`config.mk`:
```
export PLATFORM = sky130hd
export DESIGN_NAME = flash_protect_config
export DESIGN_NICKNAME = d
export VERILOG_FILES = /design/src/rtl/flash_protect_config.v
export VERILOG_INCLUDE_DIRS = /design/src /design/src/rtl
export SDC_FILE = /design/constraint.sdc
export NUM_CORES = 1
export LEC_CHECK = 0
export BUFFER_PORTS_ARGS = -buffer_cell sky130_fd_sc_hd__buf_2
export CAP_MARGIN = 20
export CORE_MARGIN = 2
export CORE_UTILIZATION = 50
export CTS_CLUSTER_SIZE = 12
export DETAILED_ROUTE_END_ITERATION = 12
export PLACE_DENSITY = 0.95
export SYNTH_ARGS = -nofsm -noshare
export SYNTH_HDL_FRONTEND = slang
export SYNTH_SLANG_ARGS = --single-unit
```
`constraint.sdc`:
```
create_clock -name clk_i -period 4.2 [get_ports clk_i]
set_clock_uncertainty 0.2 [all_clocks]
set_input_delay 0.84 -clock clk_i [delete_from_list [all_inputs] [get_ports clk_i]]
set_output_delay 0.84 -clock clk_i [all_outputs]
set_load 0.02 [all_outputs]
```
`src/rtl/flash_protect_defines.vh`:
```
`ifndef FLASH_PROTECT_DEFINES_VH
`define FLASH_PROTECT_DEFINES_VH

// Register byte offsets on the 32-bit bus.
`define CFG_OFFSET          4'h0
`define PROT_OFFSET         4'h4
`define STAT_OFFSET         4'h8
`define TEST_OFFSET         4'hc

// Configuration register fields.
`define CFG_BE_IE_BIT       7
`define CFG_CC_IE_BIT       6
`define CFG_KEY_MODE_BIT    5
`define CFG_BANK_SEL_BIT    0
`define CFG_RESET           8'h00

// Protection register fields.
`define PROT_OPEN_BIT       7
`define PROT_RSV_BIT        6
`define PROT_HDIS_BIT       5
`define PROT_HSIZE_HI       4
`define PROT_HSIZE_LO       3
`define PROT_LDIS_BIT       2
`define PROT_LSIZE_HI       1
`define PROT_LSIZE_LO       0

// Flash addresses of the protection bytes loaded at reset.
`define NV_PROT_BLK0_ADDR   16'hff0d
`define NV_PROT_BLK1_ADDR   16'hff0c

// Status register fields.
`define STAT_BE_BIT         7
`define STAT_CC_BIT         6
`define STAT_PROTECTION_VIOLATION_FLAG_BIT      5

// Test register field.
`define TEST_BANK_WRITE_ALL_BIT      4

// Enabled encoding of the backdoor key enable field.
`define KEY_ENABLED         2'h2

// Protection range fixed ends: top of the high range, base of the low range.
`define HIGH_TOP            16'hffff
`define LOW_BASE            16'h4000

// Allowed target scenarios per source scenario, bit n = scenario n.
`define SCEN_ALLOW_0        8'h0f
`define SCEN_ALLOW_1        8'h0a
`define SCEN_ALLOW_2        8'h0c
`define SCEN_ALLOW_3        8'h08
`define SCEN_ALLOW_4        8'h18
`define SCEN_ALLOW_5        8'h3c
`define SCEN_ALLOW_6        8'h5a
`define SCEN_ALLOW_7        8'hff

`endif

```
`src/rtl/flash_protect_config.v`:
```
`timescale 1ns/1ps
`include "flash_protect_defines.vh"

module flash_protect_config
(
	input  wire        clk_i,
	input  wire        rst_i,
	input  wire        cyc_i,
	input  wire        stb_i,
	input  wire        we_i,
	input  wire [3:0]  adr_i,
	input  wire [3:0]  sel_i,
	input  wire [31:0] dat_i,
	output reg  [31:0] dat_o,
	output reg         ack_o,
	input  wire        special_mode_i,
	input  wire [1:0]  backdoor_key_enable_i,
	input  wire [7:0]  nv_prot_blk0_i,
	input  wire [7:0]  nv_prot_blk1_i,
	input  wire [1:0]  buffer_empty_flag_i,
	input  wire [1:0]  cmd_complete_flag_i,
	input  wire        array_write_i,
	input  wire        cmd_valid_i,
	input  wire        cmd_block_i,
	input  wire        cmd_mass_i,
	input  wire [15:0] cmd_addr_i,
	output reg         cmd_accept_o,
	output reg         cmd_refuse_o,
	output reg         cmd_seq_start_o,
	output reg         key_write_o,
	output reg         array_read_invalid_o,
	output reg         irq_o
);

	reg  [7:0] cfg;
	reg  [7:0] prot0;
	reg  [7:0] prot1;
	reg  [1:0] protection_violation_flag;
	reg        bank_write_all;
	reg  [7:0] next_prot0;
	reg  [7:0] next_prot1;
	reg  [7:0] rd_byte;
	wire       access;
	wire       wr;
	wire       bank;
	wire [7:0] sel_prot;
	wire       hit_prot;
	wire [7:0] blk_prot;
	wire       wr_this0;
	wire       wr_this1;
	wire       be_req;
	wire       cc_req;

	// Scenario index is the mode bit and the two range disable bits.
	function [2:0] scenario;
		input [7:0] p;
		begin
			scenario = {p[`PROT_OPEN_BIT], p[`PROT_HDIS_BIT], p[`PROT_LDIS_BIT]};
		end
	endfunction

	// Returns one when moving from scenario f to scenario t adds protection only.
	function allowed;
		input [2:0] f;
		input [2:0] t;
		reg   [7:0] row;
		begin
			row = `SCEN_ALLOW_7;
			case (f)
				3'd0: row = `SCEN_ALLOW_0;
				3'd1: row = `SCEN_ALLOW_1;
				3'd2: row = `SCEN_ALLOW_2;
				3'd3: row = `SCEN_ALLOW_3;
				3'd4: row = `SCEN_ALLOW_4;
				3'd5: row = `SCEN_ALLOW_5;
				3'd6: row = `SCEN_ALLOW_6;
				default: row = `SCEN_ALLOW_7;
			endcase
			allowed = row[t];
		end
	endfunction

	// Builds the new protection value from old value and written byte.
	function [7:0] merge_prot;
		input [7:0] old;
		input [7:0] w;
		reg   [7:0] cand;
		begin
			// Size fields obey the disable bits as they stood before the write.
			cand = w;
			cand[`PROT_RSV_BIT] = old[`PROT_RSV_BIT];
			if (!old[`PROT_HDIS_BIT])
			begin
				cand[`PROT_HSIZE_HI:`PROT_HSIZE_LO] = old[`PROT_HSIZE_HI:`PROT_HSIZE_LO];
			end
			if (!old[`PROT_LDIS_BIT])
			begin
				cand[`PROT_LSIZE_HI:`PROT_LSIZE_LO] = old[`PROT_LSIZE_HI:`PROT_LSIZE_LO];
			end
			if (allowed(scenario(old), scenario(cand)))
			begin
				merge_prot = cand;
			end
			else
			begin
				merge_prot = old;
			end
		end
	endfunction

	// Returns one when an unpaged address is protected by setting p.
	function is_protected;
		input [7:0]  p;
		input [15:0] a;
		reg   [15:0] hbase;
		reg   [15:0] ltop;
		reg          in_hi;
		reg          in_lo;
		begin
			case (p[`PROT_HSIZE_HI:`PROT_HSIZE_LO])
				2'd0: hbase = 16'hf800;
				2'd1: hbase = 16'hf000;
				2'd2: hbase = 16'he000;
				default: hbase = 16'hc000;
			endcase
			case (p[`PROT_LSIZE_HI:`PROT_LSIZE_LO])
				2'd0: ltop = 16'h43ff;
				2'd1: ltop = 16'h47ff;
				2'd2: ltop = 16'h4fff;
				default: ltop = 16'h5fff;
			endcase
			in_hi = !p[`PROT_HDIS_BIT] && (a >= hbase) && (a <= `HIGH_TOP);
			in_lo = !p[`PROT_LDIS_BIT] && (a >= `LOW_BASE) && (a <= ltop);
			if (p[`PROT_OPEN_BIT])
			begin
				is_protected = in_hi | in_lo;
			end
			else
			begin
				is_protected = !(in_hi | in_lo);
			end
		end
	endfunction

	// Bus decode: the access is taken on the edge that raises ack.
	assign access   = cyc_i & stb_i & ~ack_o;
	// Only the low byte lane holds a register, so sel_i[0] gates every write.
	assign wr       = access & we_i & sel_i[0];
	assign bank     = cfg[`CFG_BANK_SEL_BIT];
	assign sel_prot = bank ? prot1 : prot0;
	assign hit_prot = wr && (adr_i == `PROT_OFFSET);
	assign wr_this0 = bank_write_all | ~bank;
	assign wr_this1 = bank_write_all | bank;
	assign blk_prot = cmd_block_i ? prot1 : prot0;

	// Interrupt conditions of the two flag kinds, ahead of the output register.
	// buffer empty request
	assign be_req   = cfg[`CFG_BE_IE_BIT] & (|buffer_empty_flag_i);
	assign cc_req   = cfg[`CFG_CC_IE_BIT] & (|cmd_complete_flag_i);

	// Next protection values for both banks.
	always @*
	begin
		next_prot0 = prot0;
		next_prot1 = prot1;
		if (hit_prot && wr_this0)
		begin
			next_prot0 = merge_prot(prot0, dat_i[7:0]);
		end
		if (hit_prot && wr_this1)
		begin
			next_prot1 = merge_prot(prot1, dat_i[7:0]);
		end
	end

	// Read multiplexer; unmapped offsets read zero.
	always @*
	begin
		rd_byte = 8'h00;
		if (adr_i == `CFG_OFFSET)
		begin
			rd_byte = cfg;
		end
		else if (adr_i == `PROT_OFFSET)
		begin
			rd_byte = sel_prot;
		end
		else if (adr_i == `STAT_OFFSET)
		begin
			// Status shows the flags of the selected bank only.
			rd_byte[`STAT_BE_BIT]    = buffer_empty_flag_i[bank];
			rd_byte[`STAT_CC_BIT]    = cmd_complete_flag_i[bank];
			rd_byte[`STAT_PROTECTION_VIOLATION_FLAG_BIT] = protection_violation_flag[bank];
		end
		else if (adr_i == `TEST_OFFSET)
		begin
			rd_byte[`TEST_BANK_WRITE_ALL_BIT] = bank_write_all;
		end
	end

	// Bus answer: one wait state, ack dropped the cycle after.
	always @(posedge clk_i)
	begin
		if (rst_i)
		begin
			ack_o <= 1'b0;
			dat_o <= 32'h00000000;
		end
		else
		begin
			// A request still held while ack is high is not taken a second time.
			ack_o <= access;
			if (access)
			begin
				dat_o <= {24'h000000, rd_byte};
			end
		end
	end

	// Configuration and test registers.
	always @(posedge clk_i)
	begin
		if (rst_i)
		begin
			cfg   <= `CFG_RESET;
			bank_write_all <= 1'b0;
		end
		else
		begin
			if (wr && (adr_i == `CFG_OFFSET))
			begin
				cfg[`CFG_BE_IE_BIT]    <= dat_i[`CFG_BE_IE_BIT];
				cfg[`CFG_CC_IE_BIT]    <= dat_i[`CFG_CC_IE_BIT];
				cfg[`CFG_BANK_SEL_BIT] <= dat_i[`CFG_BANK_SEL_BIT];
				// Bits 4 to 1 are never stored and keep reading zero.
				// key mode gating
				if (backdoor_key_enable_i == `KEY_ENABLED)
				begin
					cfg[`CFG_KEY_MODE_BIT] <= dat_i[`CFG_KEY_MODE_BIT];
				end
			end
			if (wr && (adr_i == `TEST_OFFSET) && special_mode_i)
			begin
				bank_write_all <= dat_i[`TEST_BANK_WRITE_ALL_BIT];
			end
		end
	end

	// Protection registers; reset reloads the nonvolatile bytes.
	always @(posedge clk_i)
	begin
		if (rst_i)
		begin
			// A held reset reloads the bytes on every edge, so late changes land.
			// reset load
			prot0 <= nv_prot_blk0_i;
			prot1 <= nv_prot_blk1_i;
		end
		else
		begin
			prot0 <= next_prot0;
			prot1 <= next_prot1;
		end
	end

	// Command check and violation flags; a set beats a same-cycle clear.
	always @(posedge clk_i)
	begin
		if (rst_i)
		begin
			protection_violation_flag        <= 2'b00;
			cmd_accept_o <= 1'b0;
			cmd_refuse_o <= 1'b0;
		end
		else
		begin
			cmd_accept_o <= 1'b0;
			cmd_refuse_o <= 1'b0;
			if (wr && (adr_i == `STAT_OFFSET) && dat_i[`STAT_PROTECTION_VIOLATION_FLAG_BIT])
			begin
				if (wr_this0)
				begin
					protection_violation_flag[0] <= 1'b0;
				end
				if (wr_this1)
				begin
					protection_violation_flag[1] <= 1'b0;
				end
			end
			if (cmd_valid_i)
			begin
				if (cmd_mass_i && (!blk_prot[`PROT_OPEN_BIT] ||
					!blk_prot[`PROT_HDIS_BIT] || !blk_prot[`PROT_LDIS_BIT]))
				begin
					cmd_refuse_o       <= 1'b1;
					protection_violation_flag[cmd_block_i] <= 1'b1;
				end
				// A flag set here outlives a clear written in the same cycle.
				// protected area refused
				else if (!cmd_mass_i && is_protected(blk_prot, cmd_addr_i))
				begin
					cmd_refuse_o       <= 1'b1;
					protection_violation_flag[cmd_block_i] <= 1'b1;
				end
				else
				begin
					cmd_accept_o <= 1'b1;
				end
			end
		end
	end

	// Array access steering and interrupt request.
	always @(posedge clk_i)
	begin
		if (rst_i)
		begin
			cmd_seq_start_o      <= 1'b0;
			key_write_o          <= 1'b0;
			array_read_invalid_o <= 1'b0;
			irq_o                <= 1'b0;
		end
		else
		begin
			cmd_seq_start_o      <= array_write_i & ~cfg[`CFG_KEY_MODE_BIT];
			key_write_o          <= array_write_i & cfg[`CFG_KEY_MODE_BIT];
			// Array reads stay flagged invalid for as long as key mode is on.
			array_read_invalid_o <= cfg[`CFG_KEY_MODE_BIT];
			irq_o                <= be_req | cc_req;
		end
	end

endmodule // flash_protect_config

```
==> results.py <==
metrics = {
    "cts": {
        "clk_latency_ns": 0.30,
        "clk_pin_slew_ns": 0.07,
        "cts_buffers": 5,
        "cts_setup_buffers": 0,
        "h-tree-depth": 2,
        "ctsResizeCount": 0,
        "cts_root_buffer": "clkbuf_8",
        "clockBufferDepth": 2,
        "cts-hold-fix-buffers": 0,
        "cts_tree": "done",
        "cts_sinks": 38,
    },
    "finish": {
        "antenna_cells": 0,
        "layout.nets": 448,
        "fin_util": 0.610,
        "drive_above_1_share": 0.297,
        "nFillCells": 448,
        "final_cell_mix": "buf_2 (75), nand2_1 (41), conb_1 (24), nor2_1 (22), dfxtp_1 (22)",
        "syn2layout_area_growth_pct": 16.1,
        "mostFrequentLayoutCell": "buf_2",
    },
    "synthesis": {
        "synth_xor_area_frac": 0.00701,
        "syn-instance-count": 281,
        "synth_fa_ha_area_frac": 0.0351,
        "synthMuxAreaShare": 0.0892,
        "yosys.area_share.simple": 0.266,
        "synth_compound_area_frac": 0.132,
        "synth-edff-count": 16,
        "async_reset_ff_frac": 0,
        "ys_types": 52,
        "ys.flop_type": "dfxtp_1",
        "postSynthAreaPerCell_um2": 8.89,
        "synthesis.area_um2": 2500,
        "ys_ff_latch": 38,
        "yosys_warnings": 0,
        "synth_top_family_by_area": "simple AND/OR/NAND/NOR gates",
        "yosysSeqAreaShare": 0.369,
    },
    "critical_path": {
        "arrival_ns": 3.09,
        "cp_slowest_cell": "mux2_2",
        "worstSetupEndpointType": "flop",
        "cp_max_fo": 9,
        "cp-start-kind": "primary input",
        "crit_type": "primary input to flop",
        "slowest_delay_ns": 0.39,
        "crit_path_end": "protection_violation_flag[1]$_SDFF_PP0_",
        "cp.required_ns": 4.19,
        "r2r_cells": 8,
        "timing.rr.end": "protection_violation_flag[1]$_SDFF_PP0_",
        "cp_cell_sequence": "buf_2 > mux2_2 > and2_1 > ha_1 > nor4b_1 > nand4_1 > a31oi_1 > o21ai_0 > a41o_2",
        "timing.rr.start": "prot1[3]$_DFFE_PP_",
        "worst-r2r-setup-slack_ns": 1.56,
        "crit_start": "cmd_block_i",
    },
    "timing": {
        "tns_ns": 0,
        "slew_viol_final": 0,
        "fin_crit_sh": 0.739,
        "slew_headroom": 0.473,
        "tightest_slew_ns": 0.791,
        "fin_crit_ns": 3.10,
        "rsz0062_at_grt": "false",
        "fmaxAchievable_mhz": 322,
        "finalHoldViolations": 0,
        "final-setup-viol-count": 0,
    },
    "hold_path": {
        "min_path_type": "flop to flop",
    },
    "die": {
        "io_pins": 127,
        "row_count": 25,
        "fp.dieH_um": 74.7,
        "start_util": 0.525,
        "core_area_um2": 4750,
        "dieWidth_um": 74.7,
        "die_area_um2": 5580,
    },
    "detailed_routing": {
        "routed_wl_um": 5760,
        "drt_pass1_iterations": 4,
        "routedWlPerCell_um": 13.7,
        "drtIter0Drc": 229,
        "detail_route.drc_violations": 0,
        "drtAntennaViolNets": 0,
        "vias": 2229,
        "viasPerCell": 5.29,
    },
    "pwr": {
        "p_leak_nw": 1.34,
        "power_density_nw_per_um2": 292,
        "peakVddDrop_mv": 0.171,
    },
    "status": {
        "status": "finished clean",
    },
    "global_route": {
        "grt_use_total": 0.223,
        "first_global_vias": 2134,
        "grt_max_degree": 54,
        "antenna_found_initial": 0,
        "grt_pass1_wl_um": 9350,
        "grt-ovfl-total": 0,
    },
    "placed_design": {
        "io_buffer_count": 75,
        "gp_congestion": 0.849,
        "hpwl_um": 4510,
    },
    "job": {
        "maxCapViolations": 0,
    },
}
per-stage QoR:
stage               setup slack (ns)  cells  cell area, um^2  hold slack (ns)  total power (W)
global placement               0.912    413             2820            0.241         0.000602
floorplan                       1.14    304             2580            0.250         0.000563
finish                          1.10    421             2900            0.254         0.000847
detailed placement             0.823    413             2820            0.246         0.000613
global route                   0.956    421             2900            0.278         0.000890
CTS                             1.14    421             2900            0.256         0.000849
worst max-delay path, delay by kind of cell:
family	cells	cell delay, ns
compound gates	3	0.74
simple gates	3	0.60
mux	1	0.39
fa+ha+maj	1	0.29
buf+inv	1	0.23
cell type report:
class / instances / area (um^2) / area share
Timing Repair Buffer: 75 / 375 / 0.129
Sequential cell: 38 / 921 / 0.318
Clock buffer: 8 / 80.1 / 0.0276
Tap cell: 67 / 83.8 / 0.0289
Multi-Input combinational cell: 225 / 1410 / 0.486
Inverter: 8 / 30.0 / 0.0104
per-layer routing:
metal | track usage | share of wire | vias to the layer above
met2 | 0.403 | 0.50 | 91
met5 | 0 | 0 | -
met4 | 0.0873 | 0.024 | 0
li1 | - | - | 1098
met3 | 0.0710 | 0.077 | 17
met1 | 0.241 | 0.39 | 1023
state kept, by name (all words and copies together), names as in the netlist:
| signal | count |
|---|---|
| protection_violation_flag | 2 |
| cmd_accept_o | 1 |
| prot1 | 8 |
| irq_o | 1 |
| cmd_seq_start_o | 1 |
| prot0 | 8 |
| bank_write_all | 1 |
| dat_o | 8 |
| array_read_invalid_o | 1 |
| cmd_refuse_o | 1 |
| ack_o | 1 |
| cfg | 4 |
| key_write_o | 1 |
cell families after synthesis:
family | after synthesis
compound gates | 49
other cells | 1
mux | 21
simple gates | 122
buf+inv | 41
xor+xnor | 2
fa+ha+maj | 7
flops | 38
cell usage after synthesis (5+ instances only):
cell	n	share of area
a21oi_1	16	0.032
buf_4	24	0.072
clkbuf_1	7	0.011
dfxtp_1	22	0.18
edfxtp_1	16	0.19
ha_1	7	0.035
inv_1	8	0.012
mux2_2	10	0.045
mux2i_1	11	0.044
nand2_1	41	0.062
nand2b_1	11	0.028
nand3_1	9	0.018
nand4_1	5	0.013
nor2_1	22	0.033
o21ai_0	9	0.018
report_power, final:
part / internal (W) / leakage (nW) / switching (W)
registers: 0.000408 / 0.334 / 0.0000169
logic: 0.0000760 / 0.969 / 0.000107
clock network: 0.000118 / 0.0395 / 0.000121
worst min path at each step:
stage	endpoint	cells after the start	start	slack, ns
5_1_grt	dat_o[0]$_SDFFE_PP0N_	2	dat_o[0]$_SDFFE_PP0N_	0.28
6_report	dat_o[0]$_SDFFE_PP0N_	2	dat_o[0]$_SDFFE_PP0N_	0.25
3_5_place_dp	dat_o[0]$_SDFFE_PP0N_	2	dat_o[0]$_SDFFE_PP0N_	0.25
2_1_floorplan	cmd_seq_start_o$_SDFF_PP0_	1	cfg[5]$_SDFFE_PP0P_	0.25
4_1_cts	dat_o[0]$_SDFFE_PP0N_	2	dat_o[0]$_SDFFE_PP0N_	0.26
3_3_place_gp	dat_o[1]$_SDFFE_PP0N_	2	dat_o[1]$_SDFFE_PP0N_	0.24
(Power assumes the default switching activity.)
